**src/verilog/isl_map.svh**
```systemverilog
// Named constants for the serial program loader port: address, offsets, counts and reset values.
`ifndef ISL_MAP_SVH
`define ISL_MAP_SVH

// Slave address with both straps low; the strap pair is added to it, giving four consecutive addresses.
`define ISL_ADDR_BASE7 7'h32
// Register offsets reached through the pointer.
`define ISL_OFS_PAGE 8'h4f
`define ISL_OFS_WIN_LO 8'h50
`define ISL_OFS_WIN_HI 8'h6f
// Page selection: width, reset value, highest usable code.
`define ISL_PAGE_W 3
`define ISL_PAGE_RST 3'h0
`define ISL_PAGE_MAX 3'h5
`define ISL_PAGE_PAD 5'h00
// Program store geometry: six pages of sixteen 16-bit words.
`define ISL_MEM_DEPTH 96
`define ISL_MEM_LAST 7'h5f
`define ISL_MEM_AW 7
// Bit counts for one byte on the wire.
`define ISL_RX_LAST 4'h8
`define ISL_TX_LAST 4'h7
`define ISL_CNT_RST 4'h0
`define ISL_CNT_ONE 4'h1
`define ISL_PTR_RST 8'h00
`define ISL_PTR_ONE 8'h01
`define ISL_BYTE_ZERO 8'h00
`define ISL_WORD_ZERO 16'h0000
// Number of pin inputs taken through the synchroniser.
`define ISL_SYNC_N 4

`endif

```
**src/verilog/isl_pkg.sv**
```systemverilog
// Types shared by the serial program loader port.
package isl_pkg;

  // Byte-level link states, Gray coded along idle, receive, ack, transmit, master ack.
  typedef enum logic [2:0] {
    ISL_ST_IDLE = 3'h0,
    ISL_ST_RX = 3'h1,
    ISL_ST_ACK = 3'h3,
    ISL_ST_TX = 3'h2,
    ISL_ST_MACK = 3'h6
  } isl_state_t;

  // Meaning of the next received byte.
  typedef enum logic [1:0] {
    ISL_PH_ADDR = 2'h0,
    ISL_PH_PTR = 2'h1,
    ISL_PH_DATA = 2'h3
  } isl_phase_t;

endpackage : isl_pkg

```
**src/verilog/isl_mem_if.sv**
```systemverilog
// Interface between the link controller and the program store.
interface isl_mem_if;
  logic wr_en;
  logic [6:0] wr_addr;
  logic wr_upper;
  logic [7:0] wr_byte;
  logic [6:0] rd_addr;
  logic rd_upper;
  logic [7:0] rd_byte;

  modport ctl (output wr_en, output wr_addr, output wr_upper, output wr_byte,
               output rd_addr, output rd_upper, input rd_byte);
  modport mem (input wr_en, input wr_addr, input wr_upper, input wr_byte,
               input rd_addr, input rd_upper, output rd_byte);
endinterface : isl_mem_if

```
**src/verilog/isl_slave_top.sv**
```systemverilog
// Two-wire slave port with register pointer, page select and program download window.
`include "isl_map.svh"

// Summary of operation
// RULE_01: Data changes only while clock is low; one bit per clock pulse.
// RULE_02: Bytes are whole, each followed by a ninth acknowledge slot.
// RULE_03: Any number of data bytes between start and stop is accepted.
// RULE_04: Every byte taken in is acknowledged; master clocks the ack slot.
// RULE_05: Ack holds data line low for the whole high phase of its clock.
// RULE_06: On master not-acknowledge the device releases the data line.
// RULE_07: All bytes move most significant bit first.
// RULE_08: A repeated start opens a new transfer like a fresh start.
// RULE_09: First byte is 7-bit address plus direction; 1 means read.
// RULE_10: A matching address byte is acknowledged in the next slot.
// RULE_11: First written byte after address loads the register pointer.
// RULE_12: Further written bytes are acknowledged, stored, pointer then advances.
// RULE_13: Reads start at the pointer, keeping its last stored value.
// RULE_14: Master acks every read byte except the last, which it nacks.
// RULE_15: Page field bits 2:0 resets to zero; codes above five unused.
// RULE_16: Page n covers instruction addresses n*16 to n*16+15.
// RULE_17: Offsets 0x50 to 0x6f hold sixteen words, high byte first.
// RULE_18: Start is data falling with clock high; stop is data rising.
// RULE_19: Address low two bits follow the two strap pins; the code adds the strap pair to base 0x32 instead.
// RULE_20: Pointer advances after each transmitted byte in a read.
// RULE_21: A non-matching address leaves the line released until next start.
module isl_slave_top (
  // Clock and reset.
  input wire logic clk_sys,
  input wire logic reset_n,
  // Serial bus pins.
  input wire logic scl_in,
  input wire logic sda_in,
  output logic sda_out,
  output logic sda_oe,
  // Address straps.
  input wire logic addr_strap_bit0,
  input wire logic addr_strap_bit1,
  // Engine program read port.
  input wire logic [6:0] prog_rd_addr,
  output logic [15:0] prog_rd_data,
  // Status.
  output logic [2:0] program_page,
  output isl_pkg::isl_state_t link_state
);
  import isl_pkg::*;

  isl_state_t state_ff;
  isl_phase_t phase_ff;
  logic [3:0] bit_cnt_ff;
  logic [7:0] shreg_ff;
  logic [7:0] ptr_ff;
  logic [2:0] program_page_choice_ff;
  logic rw_ff;
  logic mack_ok_ff;
  logic oe_ff;

  logic [3:0] pins_sync;
  logic scl_rise;
  logic scl_fall;
  logic start_det;
  logic stop_det;
  logic scl_hi;
  logic sda_lvl;

  logic rx_done;
  logic addr_hit;
  logic win_hit;
  logic page_ok;
  logic [7:0] win_ofs;
  logic [7:0] rd_data;
  logic tx_load;
  logic wr_fire;

  isl_mem_if mif ();

  // Pins enter through the synchroniser; straps are followed continuously.
  isl_pin_sync u_sync (
    .clk_sys(clk_sys),
    .reset_n(reset_n),
    .pins_raw({scl_in, sda_in, addr_strap_bit1, addr_strap_bit0}),
    .pins_sync(pins_sync),
    .scl_rise(scl_rise),
    .scl_fall(scl_fall),
    .start_det(start_det),
    .stop_det(stop_det)
  );

  isl_prog_mem u_mem (
    .clk_sys(clk_sys),
    .reset_n(reset_n),
    .m(mif.mem),
    .prog_rd_addr(prog_rd_addr),
    .prog_rd_data(prog_rd_data)
  );

  assign scl_hi = pins_sync[3];
  assign sda_lvl = pins_sync[2];

  // Byte completion, address match and download window decode.
  assign rx_done = (state_ff == ISL_ST_RX) && (bit_cnt_ff == `ISL_RX_LAST) && scl_fall; // [RULE_02]
  assign addr_hit = (shreg_ff[7:1] == 7'(`ISL_ADDR_BASE7 + {`ISL_PAGE_PAD, pins_sync[1], pins_sync[0]})); // [RULE_09] [RULE_19]
  assign win_hit = (ptr_ff >= `ISL_OFS_WIN_LO) && (ptr_ff <= `ISL_OFS_WIN_HI);
  assign page_ok = (program_page_choice_ff <= `ISL_PAGE_MAX); // [RULE_15]
  assign win_ofs = ptr_ff - `ISL_OFS_WIN_LO;
  assign wr_fire = rx_done && (phase_ff == ISL_PH_DATA);
  assign tx_load = scl_fall && (((state_ff == ISL_ST_ACK) && rw_ff) ||
                                ((state_ff == ISL_ST_MACK) && mack_ok_ff));

  // Even window offsets are the high byte of a word, odd ones the low byte.
  assign mif.wr_en = wr_fire && win_hit && page_ok; // [RULE_17]
  assign mif.wr_addr = {program_page_choice_ff, win_ofs[4:1]}; // [RULE_16]
  assign mif.wr_upper = !win_ofs[0];
  assign mif.wr_byte = shreg_ff;
  assign mif.rd_addr = {program_page_choice_ff, win_ofs[4:1]};
  assign mif.rd_upper = !win_ofs[0];

  // Read mux: unmapped offsets and unusable pages read zero.
  always_comb begin
    rd_data = `ISL_BYTE_ZERO;
    if (ptr_ff == `ISL_OFS_PAGE) begin
      rd_data = {`ISL_PAGE_PAD, program_page_choice_ff};
    end else if (win_hit && page_ok) begin
      rd_data = mif.rd_byte;
    end
  end

  // Link state machine; stop and start override whatever byte is in flight.
  always_ff @(posedge clk_sys or negedge reset_n) begin
    if (!reset_n) begin
      state_ff <= ISL_ST_IDLE;
    end else if (stop_det) begin
      state_ff <= ISL_ST_IDLE;
    end else if (start_det) begin
      state_ff <= ISL_ST_RX; // [RULE_08]
    end else begin
      unique case (state_ff)
        ISL_ST_IDLE: begin
          state_ff <= ISL_ST_IDLE;
        end
        ISL_ST_RX: begin
          if (rx_done) begin
            if (phase_ff == ISL_PH_ADDR) begin
              state_ff <= addr_hit ? ISL_ST_ACK : ISL_ST_IDLE; // [RULE_10] [RULE_21]
            end else begin
              state_ff <= ISL_ST_ACK; // [RULE_04] [RULE_03]
            end
          end
        end
        ISL_ST_ACK: begin
          if (scl_fall) begin
            state_ff <= rw_ff ? ISL_ST_TX : ISL_ST_RX;
          end
        end
        ISL_ST_TX: begin
          if (scl_fall && (bit_cnt_ff == `ISL_TX_LAST)) begin
            state_ff <= ISL_ST_MACK;
          end
        end
        ISL_ST_MACK: begin
          if (scl_fall) begin
            state_ff <= mack_ok_ff ? ISL_ST_TX : ISL_ST_IDLE; // [RULE_14] [RULE_06]
          end
        end
        default: begin
          state_ff <= ISL_ST_IDLE;
        end
      endcase
    end
  end

  // Direction is fixed by the address byte; phase steps from address to pointer to data.
  always_ff @(posedge clk_sys or negedge reset_n) begin
    if (!reset_n) begin
      phase_ff <= ISL_PH_ADDR;
      rw_ff <= 1'b0;
    end else if (start_det || stop_det) begin
      phase_ff <= ISL_PH_ADDR;
      rw_ff <= 1'b0;
    end else if (rx_done) begin
      if (phase_ff == ISL_PH_ADDR) begin
        rw_ff <= shreg_ff[0]; // [RULE_09]
        phase_ff <= ISL_PH_PTR;
      end else begin
        phase_ff <= ISL_PH_DATA;
      end
    end
  end

  // Bit counter: counts rising edges on receive and falling edges on transmit.
  always_ff @(posedge clk_sys or negedge reset_n) begin
    if (!reset_n) begin
      bit_cnt_ff <= `ISL_CNT_RST;
    end else if (start_det || tx_load) begin
      bit_cnt_ff <= `ISL_CNT_RST;
    end else if ((state_ff == ISL_ST_ACK) && scl_fall) begin
      bit_cnt_ff <= `ISL_CNT_RST;
    end else if ((state_ff == ISL_ST_RX) && scl_rise) begin
      bit_cnt_ff <= bit_cnt_ff + `ISL_CNT_ONE; // [RULE_01]
    end else if ((state_ff == ISL_ST_TX) && scl_fall) begin
      bit_cnt_ff <= bit_cnt_ff + `ISL_CNT_ONE;
    end
  end

  // Shift register: samples at rising clock, shifts out at falling clock, MSB first.
  always_ff @(posedge clk_sys or negedge reset_n) begin
    if (!reset_n) begin
      shreg_ff <= `ISL_BYTE_ZERO;
    end else if (tx_load) begin
      shreg_ff <= rd_data; // [RULE_13]
    end else if ((state_ff == ISL_ST_RX) && scl_rise) begin
      shreg_ff <= {shreg_ff[6:0], sda_lvl}; // [RULE_07]
    end else if ((state_ff == ISL_ST_TX) && scl_fall) begin
      shreg_ff <= {shreg_ff[6:0], 1'b0}; // [RULE_07]
    end
  end

  // Register pointer survives between transfers, so a bare read resumes where it was.
  always_ff @(posedge clk_sys or negedge reset_n) begin
    if (!reset_n) begin
      ptr_ff <= `ISL_PTR_RST;
    end else if (rx_done && (phase_ff == ISL_PH_PTR)) begin
      ptr_ff <= shreg_ff; // [RULE_11]
    end else if (wr_fire) begin
      ptr_ff <= ptr_ff + `ISL_PTR_ONE; // [RULE_12]
    end else if (tx_load) begin
      ptr_ff <= ptr_ff + `ISL_PTR_ONE; // [RULE_20]
    end
  end

  // Page selection register; unusable codes are stored but block the window.
  always_ff @(posedge clk_sys or negedge reset_n) begin
    if (!reset_n) begin
      program_page_choice_ff <= `ISL_PAGE_RST; // [RULE_15]
    end else if (wr_fire && (ptr_ff == `ISL_OFS_PAGE)) begin
      program_page_choice_ff <= shreg_ff[2:0]; // [RULE_15]
    end
  end

  // Master acknowledge is sampled while the clock is high.
  always_ff @(posedge clk_sys or negedge reset_n) begin
    if (!reset_n) begin
      mack_ok_ff <= 1'b0;
    end else if ((state_ff == ISL_ST_MACK) && scl_rise) begin
      mack_ok_ff <= !sda_lvl; // [RULE_14]
    end
  end

  // Data line drive changes one cycle after a falling clock, well inside the low phase, except the release on start or stop.
  always_ff @(posedge clk_sys or negedge reset_n) begin
    if (!reset_n) begin
      oe_ff <= 1'b0;
    end else if (start_det || stop_det) begin
      oe_ff <= 1'b0;
    end else if (rx_done) begin
      oe_ff <= (phase_ff == ISL_PH_ADDR) ? addr_hit : 1'b1; // [RULE_05] [RULE_21]
    end else if (tx_load) begin
      oe_ff <= !rd_data[7]; // [RULE_07]
    end else if ((state_ff == ISL_ST_ACK) && scl_fall) begin
      oe_ff <= 1'b0;
    end else if ((state_ff == ISL_ST_TX) && scl_fall) begin
      oe_ff <= (bit_cnt_ff == `ISL_TX_LAST) ? 1'b0 : !shreg_ff[6]; // [RULE_01]
    end else if ((state_ff == ISL_ST_MACK) && scl_fall) begin
      oe_ff <= 1'b0; // [RULE_06]
    end
  end

  // Open drain: the pin only ever pulls low.
  assign sda_out = 1'b0;
  assign sda_oe = oe_ff;
  assign program_page = program_page_choice_ff;
  assign link_state = state_ff;
endmodule : isl_slave_top

```
**src/verilog/isl_pin_sync.sv**
```systemverilog
// Pin synchroniser and bus condition detector for the serial port.
`include "isl_map.svh"

module isl_pin_sync (
  // Clock and reset.
  input wire logic clk_sys,
  input wire logic reset_n,
  // Raw pins: scl, sda, strap bit 1, strap bit 0.
  input wire logic [3:0] pins_raw,
  // Synchronised levels.
  output logic [3:0] pins_sync,
  // Events, one cycle each.
  output logic scl_rise,
  output logic scl_fall,
  output logic start_det,
  output logic stop_det
);

  logic [3:0] meta_ff;
  logic [3:0] sync_ff;
  logic scl_prev_ff;
  logic sda_prev_ff;

  // Two flip-flops per pin; only the second stage is read by logic.
  genvar gi;
  generate
    for (gi = 0; gi < `ISL_SYNC_N; gi = gi + 1) begin : g_sync
      always_ff @(posedge clk_sys or negedge reset_n) begin
        if (!reset_n) begin
          meta_ff[gi] <= 1'b1;
          sync_ff[gi] <= 1'b1;
        end else begin
          meta_ff[gi] <= pins_raw[gi];
          sync_ff[gi] <= meta_ff[gi];
        end
      end
    end
  endgenerate

  // Previous synchronised levels give the edges.
  always_ff @(posedge clk_sys or negedge reset_n) begin
    if (!reset_n) begin
      scl_prev_ff <= 1'b1;
      sda_prev_ff <= 1'b1;
    end else begin
      scl_prev_ff <= sync_ff[3];
      sda_prev_ff <= sync_ff[2];
    end
  end

  // Both lines share one delay, so their relative order survives the crossing.
  assign pins_sync = sync_ff;
  assign scl_rise = sync_ff[3] && !scl_prev_ff;
  assign scl_fall = !sync_ff[3] && scl_prev_ff;
  assign start_det = sync_ff[3] && scl_prev_ff && sda_prev_ff && !sync_ff[2]; // [RULE_18]
  assign stop_det = sync_ff[3] && scl_prev_ff && !sda_prev_ff && sync_ff[2]; // [RULE_18]

endmodule : isl_pin_sync

```
**src/verilog/isl_prog_mem.sv**
```systemverilog
// Program store: six pages of sixteen instruction words, byte-written from the link.
`include "isl_map.svh"

module isl_prog_mem (
  // Clock and reset.
  input wire logic clk_sys,
  input wire logic reset_n,
  // Link side.
  isl_mem_if.mem m,
  // Engine read port.
  input wire logic [6:0] prog_rd_addr,
  output logic [15:0] prog_rd_data
);

  logic [15:0] words [0:`ISL_MEM_DEPTH-1];

  // Byte write into the upper or lower half of one word.
  always_ff @(posedge clk_sys) begin
    if (m.wr_en) begin
      if (m.wr_upper) begin
        words[m.wr_addr][15:8] <= m.wr_byte;
      end else begin
        words[m.wr_addr][7:0] <= m.wr_byte;
      end
    end
  end

  // Link read is combinational so the byte is ready at the load edge.
  always_comb begin
    m.rd_byte = `ISL_BYTE_ZERO;
    if (m.rd_addr <= `ISL_MEM_LAST) begin
      m.rd_byte = m.rd_upper ? words[m.rd_addr][15:8] : words[m.rd_addr][7:0];
    end
  end

  // Engine read is registered; addresses past the store read zero.
  always_ff @(posedge clk_sys or negedge reset_n) begin
    if (!reset_n) begin
      prog_rd_data <= `ISL_WORD_ZERO;
    end else if (prog_rd_addr <= `ISL_MEM_LAST) begin
      prog_rd_data <= words[prog_rd_addr];
    end else begin
      prog_rd_data <= `ISL_WORD_ZERO;
    end
  end

endmodule : isl_prog_mem

```
**config.mk**
```make
export PLATFORM = sky130hd
export DESIGN_NAME = isl_slave_top
export DESIGN_NICKNAME = d
export VERILOG_FILES = /design/src/verilog/isl_pkg.sv /design/src/verilog/isl_mem_if.sv /design/src/verilog/isl_slave_top.sv /design/src/verilog/isl_pin_sync.sv /design/src/verilog/isl_prog_mem.sv
export VERILOG_INCLUDE_DIRS = /design/src /design/src/verilog
export SDC_FILE = /design/constraint.sdc
export NUM_CORES = 2
export LEC_CHECK = 0
export BUFFER_PORTS_ARGS = -buffer_cell sky130_fd_sc_hd__buf_2
export CAP_MARGIN = 20
export CORE_MARGIN = 4
export CORE_UTILIZATION = 54
export CTS_BUF_LIST = sky130_fd_sc_hd__clkbuf_4 sky130_fd_sc_hd__clkbuf_8
export CTS_CLUSTER_SIZE = 14
export DETAILED_ROUTE_END_ITERATION = 16
export GPL_ROUTABILITY_DRIVEN = 0
export HOLD_SLACK_MARGIN = 0.03
export PLACE_DENSITY = 0.8
export SLEW_MARGIN = 10
export SYNTH_ARGS = -nofsm -noshare
export SYNTH_HDL_FRONTEND = slang
export SYNTH_HIERARCHICAL = 1
export SYNTH_SLANG_ARGS = --single-unit
```
**constraint.sdc**
```tcl
create_clock -name clk_sys -period 4.2 [get_ports clk_sys]
set_input_delay 0.84 -clock clk_sys [delete_from_list [all_inputs] [get_ports clk_sys]]
set_output_delay 0.84 -clock clk_sys [all_outputs]
set_load 0.01 [all_outputs]
```
==> impl_metrics.py <==
metrics = {
    "power_and_ir_drop": {
        "p_seq_share_pct": 56.1,
        "leakage_nw": 25.8,
        "internal-power_mw": 24.4,
        "power_mw": 31.2,
        "swShare_pct": 21.9,
        "combPwrFrac_pct": 3.2,
        "power_switching_mw": 6.83,
        "p_clk_share_pct": 40.7,
        "worst_ir_drop_vdd_mv": 0.337,
        "power_density_nw_per_um2": 371,
    },
    "clock_network": {
        "clkLatencyLatePin_ns": 0.99,
        "ctsLongestPathBuffers": 3,
        "cts_setup_buffers": 0,
        "root_buffer": "clkbuf_8",
        "clock-sinks": 1593,
        "numCtsBuffers": 240,
        "htree_levels": 4,
        "cts_tree": "built",
        "clk_pin_slew_ns": 0.07,
    },
    "worst_setup_path": {
        "crit_buf_inv": 1,
        "crit_arrival_ns": 4.68,
        "critPathMostFrequentCell": "mux4_2",
        "regToRegSetupSlack_ns": 0.36,
        "critPathTopFamily": "compound AO/OA/AOI/OAI gates",
        "critical_path.startpoint_type": "register",
        "crit_path_max_incr_delay_ns": 0.69,
        "r2r-start": "ptr_ff[1]",
        "r2r_end": "mif.wr_byte[0]",
        "worstSetupEndpointType": "register",
        "critPathKind": "register to register",
        "slowest_stage": "dfrtp_4",
        "reg2regPathDepth": 9,
        "worst-path-stages": 9,
        "worstPathCellList": "buf_12 > mux4_2 > mux4_2 > nand2b_1 > a32oi_1 > o221ai_1 > o31a_1 > a22oi_1 > o211ai_1",
        "required_ns": 5.05,
        "cp_max_fo": 50,
    },
    "final_layout": {
        "fin_nets": 4006,
        "area_delta_synth_final_pct": 12.8,
        "drive_gt1_share_pct": 43.0,
        "fin_area_um2": 84100,
        "fillers": 9021,
        "final_cells": 5986,
        "final_core_util_pct": 61.2,
    },
    "floorplanning": {
        "coreArea_um2": 137000,
        "start_util_pct": 54.3,
        "num_rows": 136,
        "io_pins": 37,
        "die_h_um": 380,
        "dieArea_um2": 144000,
        "die_w_um": 380,
    },
    "global_route": {
        "grt_usage_pct": 28.8,
        "grt_max_degree": 197,
        "grt_pass1_vias": 42900,
        "grt_first_pass_wirelength_um": 301000,
        "antenna_found_initial": 8,
        "grt-ovfl-total": 0,
    },
    "synth": {
        "synth.distinct_cells": 80,
        "synth_edf_count": 1536,
        "yosys_warnings": 6,
        "syn_area_per_cell_um2": 20.7,
        "synthCells": 3605,
        "synth_flop_cell": "edfxtp_1",
        "ys_seq_elements": 1593,
        "synth-seq-area-share_pct": 63.8,
        "synth-async-reset-ratio_pct": 3.58,
        "syn-cell-area_um2": 74500,
        "synthesis.nets": 3622,
    },
    "timing": {
        "slew_headroom_pct": 28.2,
        "hold_viol": 0,
        "max_clock_freq_mhz": 261,
        "finalMaxSlewViolations": 0,
        "setup_ws_ns": 0.364,
        "period_needed_ns": 3.84,
        "setup_viol": 0,
        "rsz0062_at_grt": "false",
        "tns_ns": 0,
        "whs_ns": 0.325,
        "clock_skew_ns": 0.0730,
        "worstMarginPinSlew_ns": 1.08,
        "fin_crit_sh_pct": 91.3,
    },
    "worst_hold_path": {
        "hold_path.class": "register to register",
        "min_to": "u_sync/pins_sync[1]",
        "hold_start": "u_sync/meta_ff[1]",
        "hold-path-cell-count": 0,
    },
    "routing": {
        "wl_um": 207000,
        "drt-pass1-iter-count": 7,
        "first_iter_violations": 7106,
        "vias": 43000,
        "wl_per_cell_um": 34.6,
        "drcViolationCount": 0,
        "routed_via_density": 7.19,
        "route.antenna.remaining_nets": 0,
    },
    "placed_design": {
        "dpl_cell_area_um2": 79200,
        "numPortBuffers": 35,
        "hpwlAfterDp_um": 136000,
        "post-place-ws_ns": 0.251,
        "dp.cells": 5535,
    },
    "flow_run": {
        "cap_violations": 0,
    },
    "run_status": {
        "outcome": "finished clean",
    },
}
==> cell usage after synthesis (all sizes together), types with 6 or more instances <==
cell type,number,area (µm²)
o2111ai,6,52.6
clkbuf,111,417
mux2,41,462
nand2,101,384
nor2,240,917
buf,179,1010
a22oi,37,278
inv,15,56.3
a21oi,38,205
o211ai,18,135
dfstp,10,263
a31oi,10,62.6
nand3,33,183
mux4,907,20400
o31ai,21,158
nor2b,18,113
o21ai,21,105
dfrtp,47,1180
mux2i,104,1040
a221oi,12,105
edfxtp,1536,46100
==> placed cells by master, fill, tap and decap left out, types with 5 or more instances in the layout <==
master,Yosys,routed
bufinv_16,0,6
nor2b_1,18,17
a221oi_1,12,12
mux2i_1,104,104
a31oi_1,10,10
o31ai_1,21,21
a21oi_1,34,34
dfstp_2,10,10
nor2_1,239,237
clkbuf_4,0,71
clkbuf_8,0,253
a22oi_1,37,37
o21ai_1,11,11
o211ai_1,18,18
a211oi_1,5,5
mux4_2,907,907
o21ai_0,10,10
edfxtp_1,1536,1536
inv_1,14,11
clkinv_1,0,58
clkinv_2,0,39
nand3_1,31,31
nand2_1,99,99
nand2b_1,5,5
dfrtp_1,47,35
buf_12,0,52
o2111ai_1,6,6
dlygate4sd3_1,0,5
dfrtp_4,0,11
buf_2,101,30
xnor2_1,5,5
mux2_2,38,38
buf_4,39,341
==> what timing repair did <==
action | in CTS | in global routing
resized for setup | 0 | 0
hold buffers | 5 | 0
endpoints found under the hold margin | 36 | 0
==> metal layers <==
metal  share of wire [%]  vias to the layer above  global-route usage, %
met5               0.027                        -                      0
met4                 5.1                        8                   12.9
met3                  14                      587                   8.22
met2                  46                     3658                   43.0
met1                  35                    22300                   40.0
li1                    -                    16400                      -
==> state kept, by name, indices dropped and copies added, names as in the netlist <==
signal / flops
rw_ff: 1
program_page: 3
mif.wr_byte: 8
u_sync/sda_prev_ff: 1
u_sync/pins_sync: 4
link_state: 3
sda_oe: 1
u_sync/meta_ff: 4
u_mem/prog_rd_data: 16
bit_cnt_ff: 4
u_sync/scl_prev_ff: 1
phase_ff: 2
mack_ok_ff: 1
ptr_ff: 8
u_mem/words: 1536
==> final cells by class <==
class                           instances  area (µm²)  share of cell area [%]
Clock buffer                          323        4000                    4.76
Sequential cell                      1593       47600                    56.6
Timing Repair Buffer                  432        3870                    4.61
Antenna cell                            3        7.51                 0.00893
Clock inverter                        119         793                   0.944
Inverter                               15        58.8                  0.0699
Multi-Input combinational cell       1707       25500                    30.3
Tap cell                             1794        2240                    2.67
==> kinds of logic after synthesis <==
kind of cell | count (synthesis) | synth area share, %
AO/OA/AOI/OAI | 203 | 1.96
XOR/XNOR | 8 | 0.0940
adder cells (fa/ha/maj) | 4 | 0.0672
buffers and inverters | 305 | 1.99
flip-flops | 1593 | 63.8
multiplexers | 1052 | 29.4
other | 1 | 0.00503
AND/OR/NAND/NOR | 439 | 2.64
==> power groups by stage <==
stage                     Combinational [mW]  Clock [mW]  Sequential [mW]
final                                   1.01        12.7             17.5
after floorplan                        0.552           0             17.9
after detailed placement                1.00           0             17.8
after CTS                               1.01        12.9             17.5
after global routing                    1.06        13.7             17.5
after global placement                 0.988           0             17.8
==> how the worst max path moves through the flow <==
stage                                   endpoint             from  slack, ns
final                             mif.wr_byte[0]        ptr_ff[1]       0.36
after global routing              mif.wr_byte[2]        ptr_ff[1]       0.21
after CTS                         mif.wr_byte[2]        ptr_ff[1]       0.44
after detailed placement  u_mem/prog_rd_data[15]  prog_rd_addr[0]       0.25
after global placement    u_mem/prog_rd_data[13]  prog_rd_addr[0]       0.27
after floorplan                    link_state[0]   mif.wr_byte[2]       0.60
No activity file was read; power rests on OpenSTA's default activity.
